$ cat src/ots_pkg.sv
package ots_pkg;
	localparam int ADDR_W = 6;
	localparam int CODE_W = 6;
	localparam int COND_N = 41;
	localparam int FREQ_W = 16;
	localparam int TIME_W = 16;
	localparam int AIN_W  = 12;
	localparam int TEMP_W = 8;

	localparam logic [ADDR_W-1:0] SELECT_OFS = 6'h00;
	localparam logic [ADDR_W-1:0] COMM_OFS   = 6'h04;
	localparam logic [ADDR_W-1:0] FUPPER_OFS = 6'h08;
	localparam logic [ADDR_W-1:0] FLOWER_OFS = 6'h0C;
	localparam logic [ADDR_W-1:0] PONLIM_OFS = 6'h10;
	localparam logic [ADDR_W-1:0] TIMING_OFS = 6'h14;
	localparam logic [ADDR_W-1:0] RUNLIM_OFS = 6'h18;
	localparam logic [ADDR_W-1:0] AILIM_OFS  = 6'h1C;
	localparam logic [ADDR_W-1:0] TEMPLM_OFS = 6'h20;
	localparam logic [ADDR_W-1:0] CONDLO_OFS = 6'h24;
	localparam logic [ADDR_W-1:0] CONDHI_OFS = 6'h28;

	localparam int SEL_OC_POS    = 0;
	localparam int SEL_RELAY_POS = 8;
	localparam int COMM_OC_POS   = 0;
	localparam int COMM_RLY_POS  = 1;
	localparam int TIM_EN_POS    = 16;
	localparam int AI_UP_POS     = 16;
	localparam int TERM_OC_POS   = 16;
	localparam int TERM_RLY_POS  = 17;

	localparam logic [CODE_W-1:0] SEL_OC_RST    = 6'h00;
	localparam logic [CODE_W-1:0] SEL_RELAY_RST = 6'h02;
	localparam logic [FREQ_W-1:0] FREQ_RST      = 16'h0000;
	localparam logic [TIME_W-1:0] TIME_RST      = 16'h0000;
	localparam logic [AIN_W-1:0]  AIN_RST       = 12'h000;
	localparam logic [TEMP_W-1:0] TEMP_RST      = 8'h00;

	localparam logic [1:0] RESP_OKAY   = 2'h0;
	localparam logic [1:0] RESP_SLVERR = 2'h2;

	localparam int C_NONE    = 0;
	localparam int C_FUPPER  = 17;
	localparam int C_FLOW_NS = 18;
	localparam int C_UNDERV  = 19;
	localparam int C_COMM    = 20;
	localparam int C_ZSPEED2 = 23;
	localparam int C_PONTIME = 24;
	localparam int C_LEVEL2  = 25;
	localparam int C_FREACH1 = 26;
	localparam int C_FREACH2 = 27;
	localparam int C_IREACH1 = 28;
	localparam int C_IREACH2 = 29;
	localparam int C_TIMING  = 30;
	localparam int C_AILIMIT = 31;
	localparam int C_LOAD0   = 32;
	localparam int C_REVERSE = 33;
	localparam int C_MODTEMP = 35;
	localparam int C_SOFTILM = 36;
	localparam int C_FLOW_S  = 37;
	localparam int C_ALARM   = 38;
	localparam int C_RUNTIME = 40;
endpackage

$ cat src/ots_output_selector.sv
`timescale 1ns/100ps
module ots_output_selector
	import ots_pkg::*;
(
	input  wire logic              clock_i,              // 10 MHz
	input  wire logic              resetn_i,             // async, low
	input  wire logic [FREQ_W-1:0] run_freq_i,           // running freq
	input  wire logic              running_i,            // drive runs
	input  wire logic              reverse_i,            // reverse dir
	input  wire logic              undervolt_i,          // undervoltage
	input  wire logic              load_zero_i,          // no load
	input  wire logic              fault_i,              // fault seen
	input  wire logic              freq_level_detect_two_i, // level det 2
	input  wire logic              freq_reach1_i,        // freq reach 1
	input  wire logic              freq_reach2_i,        // freq reach 2
	input  wire logic              cur_reach1_i,         // curr reach 1
	input  wire logic              cur_reach2_i,         // curr reach 2
	input  wire logic              soft_ilim_i,          // soft ilimit
	input  wire logic [TIME_W-1:0] power_on_time_i,      // accumulated
	input  wire logic [TIME_W-1:0] run_time_i,           // this run
	input  wire logic [AIN_W-1:0]  analog_input_one_i,   // level
	input  wire logic [TEMP_W-1:0] heatsink_temp_i,      // temperature
	output logic                   open_collector_output_o, // terminal
	output logic                   relay_contact_output_o,  // relay
	input  wire logic [ADDR_W-1:0] s_axi_awaddr_i,       // write addr
	input  wire logic              s_axi_awvalid_i,      // addr valid
	output logic                   s_axi_awready_o,      // addr ready
	input  wire logic [31:0]       s_axi_wdata_i,        // write data
	input  wire logic [3:0]        s_axi_wstrb_i,        // byte enables
	input  wire logic              s_axi_wvalid_i,       // data valid
	output logic                   s_axi_wready_o,       // data ready
	output logic [1:0]             s_axi_bresp_o,        // write resp
	output logic                   s_axi_bvalid_o,       // resp valid
	input  wire logic              s_axi_bready_i,       // resp ready
	input  wire logic [ADDR_W-1:0] s_axi_araddr_i,       // read addr
	input  wire logic              s_axi_arvalid_i,      // addr valid
	output logic                   s_axi_arready_o,      // addr ready
	output logic [31:0]            s_axi_rdata_o,        // read data
	output logic [1:0]             s_axi_rresp_o,        // read resp
	output logic                   s_axi_rvalid_o,       // data valid
	input  wire logic              s_axi_rready_i        // data ready
);
	import ots_pkg::*;

	function automatic logic [31:0] merge(input logic [31:0] old,
		input logic [31:0] data, input logic [3:0] strb);
		logic [31:0] res;
		res = old;
		for (int i = 0; i < 4; i++) begin
			if (strb[i]) begin
				res[8*i +: 8] = data[8*i +: 8];
			end
		end
		return res;
	endfunction

	// inclusive compare; the strict thresholds are written inline
	function automatic logic reached(input logic [FREQ_W-1:0] value,
		input logic [FREQ_W-1:0] limit);
		return value >= limit;
	endfunction

	// reset asserts at once but leaves in step with the clock,
	// so no flop sees its release close to an edge
	logic rst_meta;
	logic rst_n;

	always_ff @(posedge clock_i or negedge resetn_i) begin
		if (!resetn_i) begin
			rst_meta <= 1'b0;
			rst_n    <= 1'b0;
		end else begin
			rst_meta <= 1'b1;
			rst_n    <= rst_meta;
		end
	end

	// software registers
	logic [CODE_W-1:0] sel_oc;
	logic [CODE_W-1:0] sel_relay;
	logic              comm_oc;
	logic              comm_relay;
	logic [FREQ_W-1:0] freq_upper;
	logic [FREQ_W-1:0] freq_lower;
	logic [TIME_W-1:0] pon_limit;
	logic [TIME_W-1:0] timing_set;
	logic              timing_en;
	logic [TIME_W-1:0] run_limit;
	logic [AIN_W-1:0]  ai_lower;
	logic [AIN_W-1:0]  ai_upper;
	logic [TEMP_W-1:0] temp_limit;

	// conditions, indexed by function code
	// a stopped drive forces codes 18, 33, 38 off and 23, 37 on
	logic [COND_N-1:0] cond;

	always_comb begin
		cond             = '0;
		cond[C_FUPPER]   = reached(run_freq_i, freq_upper);
		cond[C_FLOW_NS]  = running_i &&
			reached(freq_lower, run_freq_i);
		cond[C_UNDERV]   = undervolt_i;
		cond[C_ZSPEED2]  = !running_i ||
			(run_freq_i == '0);
		cond[C_PONTIME]  = power_on_time_i > pon_limit;
		cond[C_LEVEL2]   = freq_level_detect_two_i;
		cond[C_FREACH1]  = freq_reach1_i;
		cond[C_FREACH2]  = freq_reach2_i;
		cond[C_IREACH1]  = cur_reach1_i;
		cond[C_IREACH2]  = cur_reach2_i;
		cond[C_TIMING]   = timing_en &&
			reached(run_time_i, timing_set);
		cond[C_AILIMIT]  = (analog_input_one_i > ai_upper) ||
			(analog_input_one_i < ai_lower);
		cond[C_LOAD0]    = load_zero_i;
		cond[C_REVERSE]  = running_i && reverse_i;
		cond[C_MODTEMP]  = heatsink_temp_i >= temp_limit;
		cond[C_SOFTILM]  = soft_ilim_i;
		cond[C_FLOW_S]   = !running_i ||
			reached(freq_lower, run_freq_i);
		cond[C_ALARM]    = running_i && fault_i;
		cond[C_RUNTIME]  = run_time_i > run_limit;
	end

	// one selector per terminal, each with its own code
	// the relay comes out of reset on code 2, the open collector idle
	ots_term_sel u_sel_oc (
		.clock_i  (clock_i),
		.resetn_i (rst_n),
		.code_i   (sel_oc),
		.cond_i   (cond),
		.comm_i   (comm_oc),
		.term_o   (open_collector_output_o)
	);

	ots_term_sel u_sel_relay (
		.clock_i  (clock_i),
		.resetn_i (rst_n),
		.code_i   (sel_relay),
		.cond_i   (cond),
		.comm_i   (comm_relay),
		.term_o   (relay_contact_output_o)
	);

	// write channel: address and data captured in either order
	// commit waits for the last response to drain, so at most
	// one write response is ever pending
	logic              aw_full;
	logic              w_full;
	logic [ADDR_W-1:0] aw_addr;
	logic [31:0]       w_data;
	logic [3:0]        w_strb;
	logic              do_write;
	logic              aw_take;
	logic              w_take;
	logic              next_aw_full;
	logic              next_w_full;
	logic              next_bvalid;
	logic              wr_hit;

	assign aw_take  = s_axi_awvalid_i && s_axi_awready_o;
	assign w_take   = s_axi_wvalid_i && s_axi_wready_o;
	assign do_write = aw_full && w_full && !s_axi_bvalid_o;
	assign next_aw_full = aw_full ? !do_write : aw_take;
	assign next_w_full  = w_full ? !do_write : w_take;
	assign next_bvalid  = s_axi_bvalid_o ? !s_axi_bready_i : do_write;
	// only aligned, writable words are accepted
	assign wr_hit = (aw_addr <= RUNLIM_OFS || aw_addr == AILIM_OFS ||
		aw_addr == TEMPLM_OFS) && (aw_addr[1:0] == 2'h0);

	always_ff @(posedge clock_i or negedge rst_n) begin
		if (!rst_n) begin
			aw_full         <= 1'b0;
			w_full          <= 1'b0;
			aw_addr         <= '0;
			w_data          <= '0;
			w_strb          <= '0;
			s_axi_awready_o <= 1'b0;
			s_axi_wready_o  <= 1'b0;
			s_axi_bvalid_o  <= 1'b0;
			s_axi_bresp_o   <= RESP_OKAY;
		end else begin
			aw_full         <= next_aw_full;
			w_full          <= next_w_full;
			s_axi_awready_o <= !next_aw_full;
			s_axi_wready_o  <= !next_w_full;
			s_axi_bvalid_o  <= next_bvalid;
			if (aw_take) begin
				aw_addr <= s_axi_awaddr_i;
			end
			if (w_take) begin
				w_data <= s_axi_wdata_i;
				w_strb <= s_axi_wstrb_i;
			end
			if (do_write) begin
				s_axi_bresp_o <= wr_hit ? RESP_OKAY : RESP_SLVERR;
			end
		end
	end

	// present contents of the addressed word, so cleared byte strobes
	// leave their lanes as they were
	logic [31:0] cur_word;
	logic [31:0] new_word;

	always_comb begin
		case (aw_addr)
			SELECT_OFS: cur_word = {18'h0, sel_relay, 2'h0, sel_oc};
			COMM_OFS:   cur_word = {30'h0, comm_relay, comm_oc};
			FUPPER_OFS: cur_word = {16'h0, freq_upper};
			FLOWER_OFS: cur_word = {16'h0, freq_lower};
			PONLIM_OFS: cur_word = {16'h0, pon_limit};
			TIMING_OFS: cur_word = {15'h0, timing_en, timing_set};
			RUNLIM_OFS: cur_word = {16'h0, run_limit};
			AILIM_OFS:  cur_word = {4'h0, ai_upper, 4'h0, ai_lower};
			TEMPLM_OFS: cur_word = {24'h0, temp_limit};
			default:    cur_word = 32'h0;
		endcase
	end

	assign new_word = merge(cur_word, w_data, w_strb);

	// unmapped and read-only words fall through untouched

	always_ff @(posedge clock_i or negedge rst_n) begin
		if (!rst_n) begin
			sel_oc     <= SEL_OC_RST;
			sel_relay  <= SEL_RELAY_RST;
			comm_oc    <= 1'b0;
			comm_relay <= 1'b0;
			freq_upper <= FREQ_RST;
			freq_lower <= FREQ_RST;
			pon_limit  <= TIME_RST;
			timing_set <= TIME_RST;
			timing_en  <= 1'b0;
			run_limit  <= TIME_RST;
			ai_lower   <= AIN_RST;
			ai_upper   <= AIN_RST;
			temp_limit <= TEMP_RST;
		end else if (do_write) begin
			case (aw_addr)
				SELECT_OFS: begin
					sel_oc    <= new_word[SEL_OC_POS +: CODE_W];
					sel_relay <= new_word[SEL_RELAY_POS +: CODE_W];
				end
				COMM_OFS: begin
					comm_oc    <= new_word[COMM_OC_POS];
					comm_relay <= new_word[COMM_RLY_POS];
				end
				FUPPER_OFS: freq_upper <= new_word[FREQ_W-1:0];
				FLOWER_OFS: freq_lower <= new_word[FREQ_W-1:0];
				PONLIM_OFS: pon_limit  <= new_word[TIME_W-1:0];
				TIMING_OFS: begin
					timing_set <= new_word[TIME_W-1:0];
					timing_en  <= new_word[TIM_EN_POS];
				end
				RUNLIM_OFS: run_limit <= new_word[TIME_W-1:0];
				AILIM_OFS: begin
					ai_lower <= new_word[AIN_W-1:0];
					ai_upper <= new_word[AI_UP_POS +: AIN_W];
				end
				TEMPLM_OFS: temp_limit <= new_word[TEMP_W-1:0];
				default: begin
				end
			endcase
		end
	end

	// read channel: one read at a time, data one edge after address
	// read data is a snapshot at the address edge; live conditions
	// may move again before rready
	logic        ar_take;
	logic        next_rvalid;
	logic [31:0] rd_word;
	logic        rd_hit;

	assign ar_take     = s_axi_arvalid_i && s_axi_arready_o;
	assign next_rvalid = s_axi_rvalid_o ? !s_axi_rready_i : ar_take;
	assign rd_hit      = (s_axi_araddr_i <= CONDHI_OFS) &&
		(s_axi_araddr_i[1:0] == 2'h0);

	always_comb begin
		case (s_axi_araddr_i)
			SELECT_OFS: rd_word = {18'h0, sel_relay, 2'h0, sel_oc};
			COMM_OFS:   rd_word = {30'h0, comm_relay, comm_oc};
			FUPPER_OFS: rd_word = {16'h0, freq_upper};
			FLOWER_OFS: rd_word = {16'h0, freq_lower};
			PONLIM_OFS: rd_word = {16'h0, pon_limit};
			TIMING_OFS: rd_word = {15'h0, timing_en, timing_set};
			RUNLIM_OFS: rd_word = {16'h0, run_limit};
			AILIM_OFS:  rd_word = {4'h0, ai_upper, 4'h0, ai_lower};
			TEMPLM_OFS: rd_word = {24'h0, temp_limit};
			CONDLO_OFS: rd_word = cond[31:0];
			// live conditions plus the registered terminal levels
			CONDHI_OFS: rd_word = {14'h0, relay_contact_output_o,
				open_collector_output_o, 7'h0, cond[COND_N-1:32]};
			default:    rd_word = 32'h0;
		endcase
	end

	always_ff @(posedge clock_i or negedge rst_n) begin
		if (!rst_n) begin
			s_axi_arready_o <= 1'b0;
			s_axi_rvalid_o  <= 1'b0;
			s_axi_rdata_o   <= 32'h0;
			s_axi_rresp_o   <= RESP_OKAY;
		end else begin
			s_axi_arready_o <= !next_rvalid;
			s_axi_rvalid_o  <= next_rvalid;
			if (ar_take) begin
				s_axi_rdata_o <= rd_word;
				s_axi_rresp_o <= rd_hit ? RESP_OKAY : RESP_SLVERR;
			end
		end
	end
endmodule

$ cat src/ots_term_sel.sv
`timescale 1ns/100ps
module ots_term_sel
	import ots_pkg::*;
(
	input  wire logic              clock_i,   // system clock
	input  wire logic              resetn_i,  // synchronised reset
	input  wire logic [CODE_W-1:0] code_i,    // function selection
	input  wire logic [COND_N-1:0] cond_i,    // condition per code
	input  wire logic              comm_i,    // value from serial link
	output logic                   term_o     // registered terminal
);
	logic picked;

	// codes outside the table and reserved ones stay inactive
	assign picked = (code_i == CODE_W'(C_COMM)) ? comm_i :
		(code_i < CODE_W'(COND_N)) ? cond_i[code_i] : 1'b0;

	always_ff @(posedge clock_i or negedge resetn_i) begin
		if (!resetn_i) begin
			term_o <= 1'b0;
		end else begin
			term_o <= picked;
		end
	end
endmodule

$ cat config.mk
export PLATFORM = sky130hd
export DESIGN_NAME = ots_output_selector
export DESIGN_NICKNAME = d
export VERILOG_FILES = /design/src/ots_pkg.sv /design/src/ots_output_selector.sv /design/src/ots_term_sel.sv
export SDC_FILE = /design/constraint.sdc
export NUM_CORES = 1
export LEC_CHECK = 0
export BUFFER_PORTS_ARGS = -buffer_cell sky130_fd_sc_hd__buf_2
export CORE_ASPECT_RATIO = 1.4
export CORE_MARGIN = 10
export CORE_UTILIZATION = 30
export CTS_CLUSTER_SIZE = 16
export DETAILED_ROUTE_END_ITERATION = 8
export GPL_TIMING_DRIVEN = 1
export PLACE_DENSITY = 0.54
export SYNTH_ARGS = -nofsm -noshare
export SYNTH_HDL_FRONTEND = slang
export SYNTH_HIERARCHICAL = 1
export SYNTH_SLANG_ARGS = --single-unit
$ cat constraint.sdc
create_clock -name clock_i -period 13.4 [get_ports clock_i]
set_input_delay 2.01 -clock clock_i [delete_from_list [all_inputs] [get_ports clock_i]]
set_output_delay 2.01 -clock clock_i [all_outputs]
set_load 0.005 [all_outputs]
==> results of run 1 <==
-- cell type report --
| class | instances | area (um^2) |
|---|---|---|
| Timing Repair Buffer | 186 | 971 |
| Clock inverter | 16 | 178 |
| Fill cell | 4605 | 29100 |
| Clock buffer | 24 | 589 |
| Inverter | 131 | 492 |
| Multi-Input combinational cell | 1033 | 7620 |
| Tap cell | 564 | 706 |
| Sequential cell | 210 | 5260 |
-- cells in the final DEF (no fill, tap or decap), types with 14 or more instances in the layout --
| cell | Yosys | layout |
|---|---|---|
| sky130_fd_sc_hd__a21oi_1 | 52 | 52 |
| sky130_fd_sc_hd__a222oi_1 | 14 | 14 |
| sky130_fd_sc_hd__a22o_1 | 14 | 14 |
| sky130_fd_sc_hd__a22oi_1 | 30 | 30 |
| sky130_fd_sc_hd__buf_2 | 15 | 170 |
| sky130_fd_sc_hd__buf_4 | 2 | 16 |
| sky130_fd_sc_hd__clkbuf_16 | 0 | 23 |
| sky130_fd_sc_hd__conb_1 | 2 | 47 |
| sky130_fd_sc_hd__dfrtp_1 | 209 | 208 |
| sky130_fd_sc_hd__ha_1 | 111 | 111 |
| sky130_fd_sc_hd__inv_1 | 130 | 130 |
| sky130_fd_sc_hd__mux2_2 | 69 | 69 |
| sky130_fd_sc_hd__mux2i_1 | 49 | 49 |
| sky130_fd_sc_hd__mux4_2 | 16 | 16 |
| sky130_fd_sc_hd__nand2_1 | 184 | 184 |
| sky130_fd_sc_hd__nand3_1 | 35 | 35 |
| sky130_fd_sc_hd__nand4_1 | 15 | 15 |
| sky130_fd_sc_hd__nor2_1 | 35 | 35 |
| sky130_fd_sc_hd__nor2b_1 | 14 | 14 |
| sky130_fd_sc_hd__o21ai_0 | 136 | 136 |
-- sequential cells by signal, summed over array words and instances (netlist names), 4 cells and up --
name           flops
w_data            28
ai_lower          12
sel_oc             6
w_strb             4
run_limit         16
temp_limit         8
s_axi_rdata_o     32
timing_set        16
ai_upper          12
freq_upper        16
freq_lower        16
aw_addr            6
sel_relay          6
pon_limit         16
-- kinds of logic (layout without fill, tap and decap cells) --
kind of cell / Yosys count / in the layout / share of synthesized area
simple gates: 368 / 368 / 0.131
mux: 140 / 140 / 0.130
flops: 210 / 210 / 0.388
compound gates: 367 / 367 / 0.185
other cells: 2 / 47 / 0.000554
buf+inv: 209 / 357 / 0.0632
fa+ha+maj: 111 / 111 / 0.102
-- through the flow --
stage / hold slack, ns / cells / area [um^2]
after floorplan: 0.331 / 1452 / 13700
after global placement: 0.336 / 2124 / 15100
after detailed placement: 0.339 / 2124 / 15100
after CTS: 0.355 / 2164 / 15800
after global routing: 0.383 / 2164 / 15800
final: 0.351 / 2164 / 15800
-- worst max-delay path, delay by kind of cell --
family	cells	cell delay, ns
buf+inv	1	0.10
mux	2	0.74
simple gates	5	0.78
fa+ha+maj	1	0.29
compound gates	3	1.22
-- where the power goes --
group | internal [mW] | leakage [nW] | switching, mW
clock network | 0.379 | 0.376 | 0.275
registers | 0.855 | 2.78 | 0.379
logic | 0.495 | 3.77 | 0.680
-- cells in the mapped netlist (7+ instances only) --
| library cell | count | share of area |
|---|---|---|
| sky130_fd_sc_hd__and2_1 | 13 | 0.0060 |
| sky130_fd_sc_hd__inv_1 | 130 | 0.036 |
| sky130_fd_sc_hd__ha_1 | 111 | 0.10 |
| sky130_fd_sc_hd__buf_2 | 15 | 0.0055 |
| sky130_fd_sc_hd__nor4_1 | 12 | 0.0055 |
| sky130_fd_sc_hd__a22oi_1 | 30 | 0.017 |
| sky130_fd_sc_hd__mux2i_1 | 49 | 0.036 |
| sky130_fd_sc_hd__o2bb2ai_1 | 11 | 0.0071 |
| sky130_fd_sc_hd__nand4_1 | 15 | 0.0069 |
| sky130_fd_sc_hd__o211ai_1 | 10 | 0.0055 |
| sky130_fd_sc_hd__o21ai_2 | 7 | 0.0045 |
| sky130_fd_sc_hd__a31oi_1 | 10 | 0.0046 |
| sky130_fd_sc_hd__a21o_1 | 7 | 0.0039 |
| sky130_fd_sc_hd__and3_1 | 11 | 0.0051 |
| sky130_fd_sc_hd__mux2_2 | 69 | 0.057 |
| sky130_fd_sc_hd__a222oi_1 | 14 | 0.010 |
| sky130_fd_sc_hd__nor2b_1 | 14 | 0.0065 |
| sky130_fd_sc_hd__mux4_2 | 16 | 0.027 |
| sky130_fd_sc_hd__a22o_1 | 14 | 0.0090 |
| sky130_fd_sc_hd__clkbuf_1 | 51 | 0.014 |
| sky130_fd_sc_hd__nand3_1 | 35 | 0.013 |
| sky130_fd_sc_hd__a21oi_1 | 52 | 0.019 |
| sky130_fd_sc_hd__dfrtp_1 | 209 | 0.39 |
| sky130_fd_sc_hd__nor2_1 | 35 | 0.0097 |
| sky130_fd_sc_hd__nand2b_1 | 8 | 0.0037 |
| sky130_fd_sc_hd__nor3_1 | 8 | 0.0030 |
| sky130_fd_sc_hd__o31ai_1 | 8 | 0.0044 |
| sky130_fd_sc_hd__o21ai_0 | 136 | 0.050 |
| sky130_fd_sc_hd__nand2_1 | 184 | 0.051 |
| sky130_fd_sc_hd__a211oi_1 | 9 | 0.0050 |
-- per-layer routing --
metal  global-route usage  vias up  share of wire
met5                    0        -         0.0017
met4                0.102       14          0.060
met3               0.0235      118          0.056
met2                0.314      425           0.48
met1                0.221     5674           0.40
li1                     -     5455              -
-- final timing paths --
kind / startpoint / end / cells past startpoint
min in group asynchronous: rst_n / s_axi_awready_o / 0
max in group asynchronous: rst_n / freq_upper[14] / 1
worst max-delay path: power_on_time_i[11] / u_sel_oc/term_o / 12
worst max register to register: pon_limit[9] / u_sel_oc/term_o / 12
worst min register to register: rst_meta / rst_n / 0
worst min-delay path: rst_meta / rst_n / 0
==> metrics.json, run 1 <==
{
  "status": {"value": "complete, no violations"},
  "drtAntennaViolNets": {"value": 0},
  "fp.coreArea": {"value": 44900, "unit": "um^2"},
  "detail_route.wirelength": {"value": 51000, "unit": "um"},
  "width_of_the_die": {"value": 200, "unit": "um"},
  "p_leak": {"value": 6.93, "unit": "nW"},
  "maxClockFrequency": {"value": 0.211, "unit": "GHz"},
  "final_core_utilization": {"value": 0.352},
  "cp_data_required_time": {"value": 13.81, "unit": "ns"},
  "synth-seq-area-share": {"value": 0.388},
  "grt_overflow_total": {"value": 0},
  "maxSlewHeadroom": {"value": 0.180},
  "start_util": {"value": 0.302},
  "timing.critical_path.to_type": {"value": "register"},
  "synthesis.area": {"value": 13600, "unit": "um^2"},
  "setup_slack_on_the_worst_flop_to_flop_path": {"value": 9.77, "unit": "ns"},
  "vdd_ir_drop_max": {"value": 0.000111, "unit": "V"},
  "cts_tree": {"value": "done"},
  "period_needed": {"value": 4.74, "unit": "ns"},
  "area_growth": {"value": 16.7, "unit": "%"},
  "share_of_the_clock_period_used_by_the_worst_path_after_layout": {"value": 0.354},
  "p_per_area": {"value": 194, "unit": "nW/um^2"},
  "gp_congestion": {"value": 0.910},
  "drt_iter0_markers": {"value": 869},
  "timing.final.ws_setup": {"value": 8.66, "unit": "ns"},
  "cts.sinks": {"value": 210},
  "synth.distinct_cells": {"value": 80},
  "ys_seq_elements": {"value": 210},
  "mean_cell_area_of_the_mapped_netlist": {"value": 9.63, "unit": "um^2"},
  "drcViolationCount": {"value": 0},
  "synth_flop_cell": {"value": "sky130_fd_sc_hd__dfrtp_1"},
  "cts_resized": {"value": 0},
  "cts_buffer_depth": {"value": 3},
  "synthesis.instances": {"value": 1407},
  "slowest_stage": {"value": "sky130_fd_sc_hd__a221o_1"},
  "route.detailed.vias_per_inst": {"value": 5.40},
  "antenna_found_initial": {"value": 7},
  "setup_viol": {"value": 0},
  "ctsHoldBuffers": {"value": 0},
  "hpwl": {"value": 39800, "unit": "um"},
  "grt.total_usage": {"value": 0.185},
  "numPortBuffers": {"value": 170},
  "cp_data_arrival_time": {"value": 5.15, "unit": "ns"},
  "grt_first_pass_wirelength": {"value": 75700, "unit": "um"},
  "worst_slew_pin_slew": {"value": 1.23, "unit": "ns"},
  "cp_cell_sequence": {"value": "buf_2, ha_1, and3_1, a221o_1, a221o_1, a21oi_1, nor2_1, mux4_2, mux2_4, nand3b_1, nand4_1, and3_1"},
  "hold_viol_final": {"value": 0},
  "yosys_warnings": {"value": 6},
  "asyncSetResetFlopFracSynth": {"value": 1.00},
  "die_y": {"value": 271, "unit": "um"},
  "clk-insertion-delay-late": {"value": 0.53, "unit": "ns"},
  "final.setup.tns": {"value": 0, "unit": "ns"},
  "cts-buffers-inserted": {"value": 23},
  "htree_num_levels": {"value": 1},
  "timing.critical_path.fanout_max": {"value": 2},
  "number_of_enable_flip_flop_cells_after_synthesis": {"value": 0},
  "dr_total_vias": {"value": 11700},
  "largest_net_degree_at_the_start_of_global_routing": {"value": 77},
  "worst_clock_skew": {"value": 0.00977, "unit": "ns"},
  "cts.reportedPaths.clkPinSlew": {"value": 0.06, "unit": "ns"},
  "core.rowCount": {"value": 92},
  "count_of_inserted_antenna_diode_cells": {"value": 0},
  "critPathLaunchType": {"value": "primary input"},
  "grt_setup_unrepaired": {"value": "false"},
  "critical-path-max-stage-delay": {"value": 0.48, "unit": "ns"},
  "cts.repair_timing.setup_buffer_count": {"value": 0},
  "avgRoutedWirePerCell": {"value": 23.5, "unit": "um"},
  "critical_path_class": {"value": "primary input to register"},
  "pre_cts_slack": {"value": 8.17, "unit": "ns"},
  "finalPower": {"value": 3.06, "unit": "mW"},
  "layout.nets": {"value": 1830},
  "drtPass1Iterations": {"value": 5},
  "drive_gt1_frac": {"value": 0.218},
  "die-area": {"value": 54200, "unit": "um^2"},
  "slew_viol_final": {"value": 0},
  "number_of_global_route_vias_before_repair": {"value": 11800},
  "ctsRootBufferMaster": {"value": "sky130_fd_sc_hd__clkbuf_16"},
  "floorplan.io_pins": {"value": 177},
  "min-delay-path-class": {"value": "register to register"},
  "max_cap_violations": {"value": 0}
}
(Power assumes the default switching activity.)
==> inputs of run 2 (changes only) <==
PLACE_DENSITY = 0.56   (was 0.54)
clock period = 3.8 ns   (was 13.4 ns; I/O delays follow)
==> metrics.json, run 2 (same netlist as run 1, synthesis figures left out) <==
{
  "regMostFlops": {"value": "s_axi_rdata_o", "change": "unchanged"},
  "timing.critical_path.fanout_max": {"value": 4, "change": "was 2"},
  "cts-buffers-inserted": {"value": 22, "change": "was 23"},
  "detail_route.wirelength": {"value": 51700, "unit": "um", "change": "was 51000 um"},
  "dr_wl_met3": {"value": 2960, "unit": "um", "change": "was 2850 um"},
  "cp_data_required_time": {"value": 4.22, "unit": "ns", "change": "was 13.81 ns"},
  "most_common_library_cell_in_the_layout_ignoring_fill_and_taps": {"value": "sky130_fd_sc_hd__dfrtp_1", "change": "unchanged"},
  "share_seq_of_total_power": {"value": 0.408, "change": "was 0.403"},
  "cts.repair_timing.setup_buffer_count": {"value": 0, "change": "unchanged"},
  "largest_register_ff_count": {"value": 32, "change": "unchanged"},
  "numPortBuffers": {"value": 170, "change": "unchanged"},
  "cp_data_arrival_time": {"value": 3.84, "unit": "ns", "change": "was 5.15 ns"},
  "share_comb_of_total_power": {"value": 0.391, "change": "was 0.384"},
  "internal_power": {"value": 6.10, "unit": "mW", "change": "was 1.73 mW"},
  "slew_viol_final": {"value": 0, "change": "unchanged"},
  "critPathBufInv": {"value": 2, "change": "was 1"},
  "drt_iter0_markers": {"value": 1012, "change": "was 869"},
  "critPathLaunchType": {"value": "register", "change": "was primary input"},
  "cp_cell_sequence": {"value": "inv_1, ha_1, and3_1, a221o_1, a221o_1, a21oi_1, buf_4, nor2_1, mux4_2, mux2_4, nand3b_1, nand4_1, and3_1", "change": "was buf_2, ha_1, and3_1, a221o_1, a221o_1, a21oi_1, nor2_1, mux4_2, mux2_4, nand3b_1, nand4_1, and3_1"},
  "cts_buffer_depth": {"value": 3, "change": "unchanged"},
  "start_util": {"value": 0.302, "change": "unchanged"},
  "cts.sinks": {"value": 210, "change": "unchanged"},
  "cts.reportedPaths.clkPinSlew": {"value": 0.07, "unit": "ns", "change": "was 0.06 ns"},
  "routed-wl-met2": {"value": 25600, "unit": "um", "change": "was 24700 um"},
  "width_of_the_die": {"value": 200, "unit": "um", "change": "unchanged"},
  "maxSlewHeadroom": {"value": 0.264, "change": "was 0.180"},
  "htree_num_levels": {"value": 1, "change": "unchanged"},
  "multi_input_comb_area": {"value": 7620, "unit": "um^2", "change": "unchanged"},
  "number_of_global_route_vias_before_repair": {"value": 12100, "change": "was 11800"},
  "worst_slew_pin_slew": {"value": 1.10, "unit": "ns", "change": "was 1.23 ns"},
  "post-place-cells": {"value": 2146, "change": "was 2124"},
  "floorplan.io_pins": {"value": 177, "change": "unchanged"},
  "drtPass1Iterations": {"value": 8, "change": "was 5"},
  "die_y": {"value": 271, "unit": "um", "change": "unchanged"},
  "dr.max_layer_used": {"value": "met5", "change": "unchanged"},
  "p_sw_frac": {"value": 0.440, "change": "was 0.435"},
  "antenna_found_initial": {"value": 4, "change": "was 7"},
  "clk-insertion-delay-late": {"value": 0.52, "unit": "ns", "change": "was 0.53 ns"},
  "avgRoutedWirePerCell": {"value": 23.6, "unit": "um", "change": "was 23.5 um"},
  "seqCellArea": {"value": 5260, "unit": "um^2", "change": "unchanged"},
  "route.detailed.vias_per_inst": {"value": 5.38, "change": "was 5.40"},
  "share_of_the_clock_period_used_by_the_worst_path_after_layout": {"value": 0.900},
  "total_switching_power": {"value": 4.78, "unit": "mW", "change": "was 1.33 mW"},
  "ctsRootBufferMaster": {"value": "sky130_fd_sc_hd__clkbuf_16", "change": "unchanged"},
  "p_per_area": {"value": 680, "unit": "nW/um^2", "change": "was 194 nW/um^2"},
  "cts_tree": {"value": "done", "change": "unchanged"},
  "timing.critical_path.to_type": {"value": "register", "change": "unchanged"},
  "cts_resized": {"value": 0, "change": "unchanged"},
  "area_growth": {"value": 18.1, "unit": "%", "change": "was 16.7%"},
  "vdd_ir_drop_max": {"value": 0.000304, "unit": "V", "change": "was 0.000111 V"},
  "drcViolationCount": {"value": 0, "change": "unchanged"},
  "worst_clock_skew": {"value": 0.0135, "unit": "ns", "change": "was 0.00977 ns"},
  "grt_first_pass_wirelength": {"value": 77100, "unit": "um", "change": "was 75700 um"},
  "min-delay-path-class": {"value": "register to asynchronous set/reset pin", "change": "was register to register"},
  "critical_path_class": {"value": "register to register", "change": "was primary input to register"},
  "grt_setup_unrepaired": {"value": "false", "change": "unchanged"},
  "slowest_stage": {"value": "sky130_fd_sc_hd__mux4_2", "change": "was sky130_fd_sc_hd__a221o_1"},
  "setup_viol": {"value": 0, "change": "unchanged"},
  "fp.coreArea": {"value": 44900, "unit": "um^2", "change": "unchanged"},
  "largest_net_degree_at_the_start_of_global_routing": {"value": 92, "change": "was 77"},
  "die-area": {"value": 54200, "unit": "um^2", "change": "unchanged"},
  "critical-path-top-delay-family": {"value": "compound AO/OA/AOI/OAI gates", "change": "unchanged"},
  "rr_startpoint": {"value": "pon_limit[11]", "change": "was pon_limit[9]"},
  "drtAntennaViolNets": {"value": 0, "change": "unchanged"},
  "critical-path-max-stage-delay": {"value": 0.50, "unit": "ns", "change": "was 0.48 ns"},
  "status": {"value": "complete, no violations", "change": "unchanged"},
  "fillerInstances": {"value": 4573, "change": "was 4605"},
  "dr_total_vias": {"value": 11800, "change": "was 11700"},
  "setup.worst_path.start": {"value": "pon_limit[11]", "change": "was power_on_time_i[11]"},
  "p_leak": {"value": 7.03, "unit": "nW", "change": "was 6.93 nW"},
  "hold_viol_final": {"value": 0, "change": "unchanged"},
  "drive_gt1_frac": {"value": 0.226, "change": "was 0.218"},
  "period_needed": {"value": 3.42, "unit": "ns"},
  "core.rowCount": {"value": 92, "change": "unchanged"},
  "final_cell_count_no_fill": {"value": 2189, "change": "was 2164"},
  "final_cell_mix": {"value": "sky130_fd_sc_hd__dfrtp_1 (208), sky130_fd_sc_hd__nand2_1 (184), sky130_fd_sc_hd__buf_2 (170)", "change": "unchanged"},
  "gp_congestion": {"value": 0.975, "change": "was 0.910"},
  "final.setup.tns": {"value": 0, "unit": "ns", "change": "unchanged"},
  "grt_overflow_total": {"value": 0, "change": "unchanged"},
  "grt.total_usage": {"value": 0.188, "change": "was 0.185"},
  "largestRegisters": {"value": "s_axi_rdata_o: 32 flops, w_data: 28 flops", "change": "unchanged"},
  "maxClockFrequency": {"value": 0.292, "unit": "GHz"},
  "hpwl": {"value": 41000, "unit": "um", "change": "was 39800 um"},
  "length_of_routed_wiring_on_met1": {"value": 20500, "unit": "um", "change": "was 20300 um"},
  "layout.nets": {"value": 1852, "change": "was 1830"},
  "max_cap_violations": {"value": 0, "change": "unchanged"},
  "clock_power_share": {"value": 0.201, "change": "was 0.214"}
}
## run 2: path summary, 6_finish.rpt
kind                                 endpoint  slack (ns)  cells after the start
max                        u_sel_relay/term_o        0.38                     13
min                           s_axi_awready_o        0.20                      0
max reg2reg                u_sel_relay/term_o        0.38                     13
min reg2reg                   s_axi_awready_o        0.20                      0
max in group asynchronous   s_axi_rdata_o[16]        2.79                      1
min in group clock_i           s_axi_bvalid_o        0.23                      2
## run 2: routing by layer
layer / vias to the layer above / GRT usage
met4: 4 / 0.0933
met3: 110 / 0.0286
li1: 5483 / -
met5: - / 0
met1: 5746 / 0.222
met2: 436 / 0.325
## run 2: area by class of cell
type | count | share of cell area
well taps | 564 | 0.0441
clock inverters | 8 | 0.00360
diodes | 2 | 0.000313
flip-flops and latches | 210 | 0.329
multi-input cells | 1033 | 0.477
clock buffers | 32 | 0.0418
inverters | 131 | 0.0307
repair buffers | 209 | 0.0740
## run 2: repair_timing
| action | CTS | global route |
|---|---|---|
| endpoints found under the hold margin | 2 | 0 |
| hold buffers | 1 | 0 |
| setup endpoints to repair | 0 | 0 |
## run 2: power groups by stage
stage	Sequential [mW]	Combinational [mW]	Clock, mW
finish	4.44	4.26	2.18
global route	4.52	4.73	2.31
CTS	4.40	4.24	2.22
detailed placement	4.44	4.21	0
global placement	4.41	4.08	0
floorplan	3.60	3.07	0
## run 2: through the flow
step / hold slack [ns] / total power, mW / setup slack (ns) / utilization / area (um^2)
2_1_floorplan: 0.274 / 6.67 / 0.344 / - / 13700
3_3_place_gp: 0.199 / 8.49 / 0.245 / 0.340 / 15300
3_5_place_dp: 0.198 / 8.65 / 0.203 / 0.340 / 15300
4_1_cts: 0.205 / 10.9 / 0.385 / 0.356 / 16000
5_1_grt: 0.216 / 11.6 / 0.213 / 0.356 / 16000
6_report: 0.196 / 10.9 / 0.380 / 0.356 / 16000
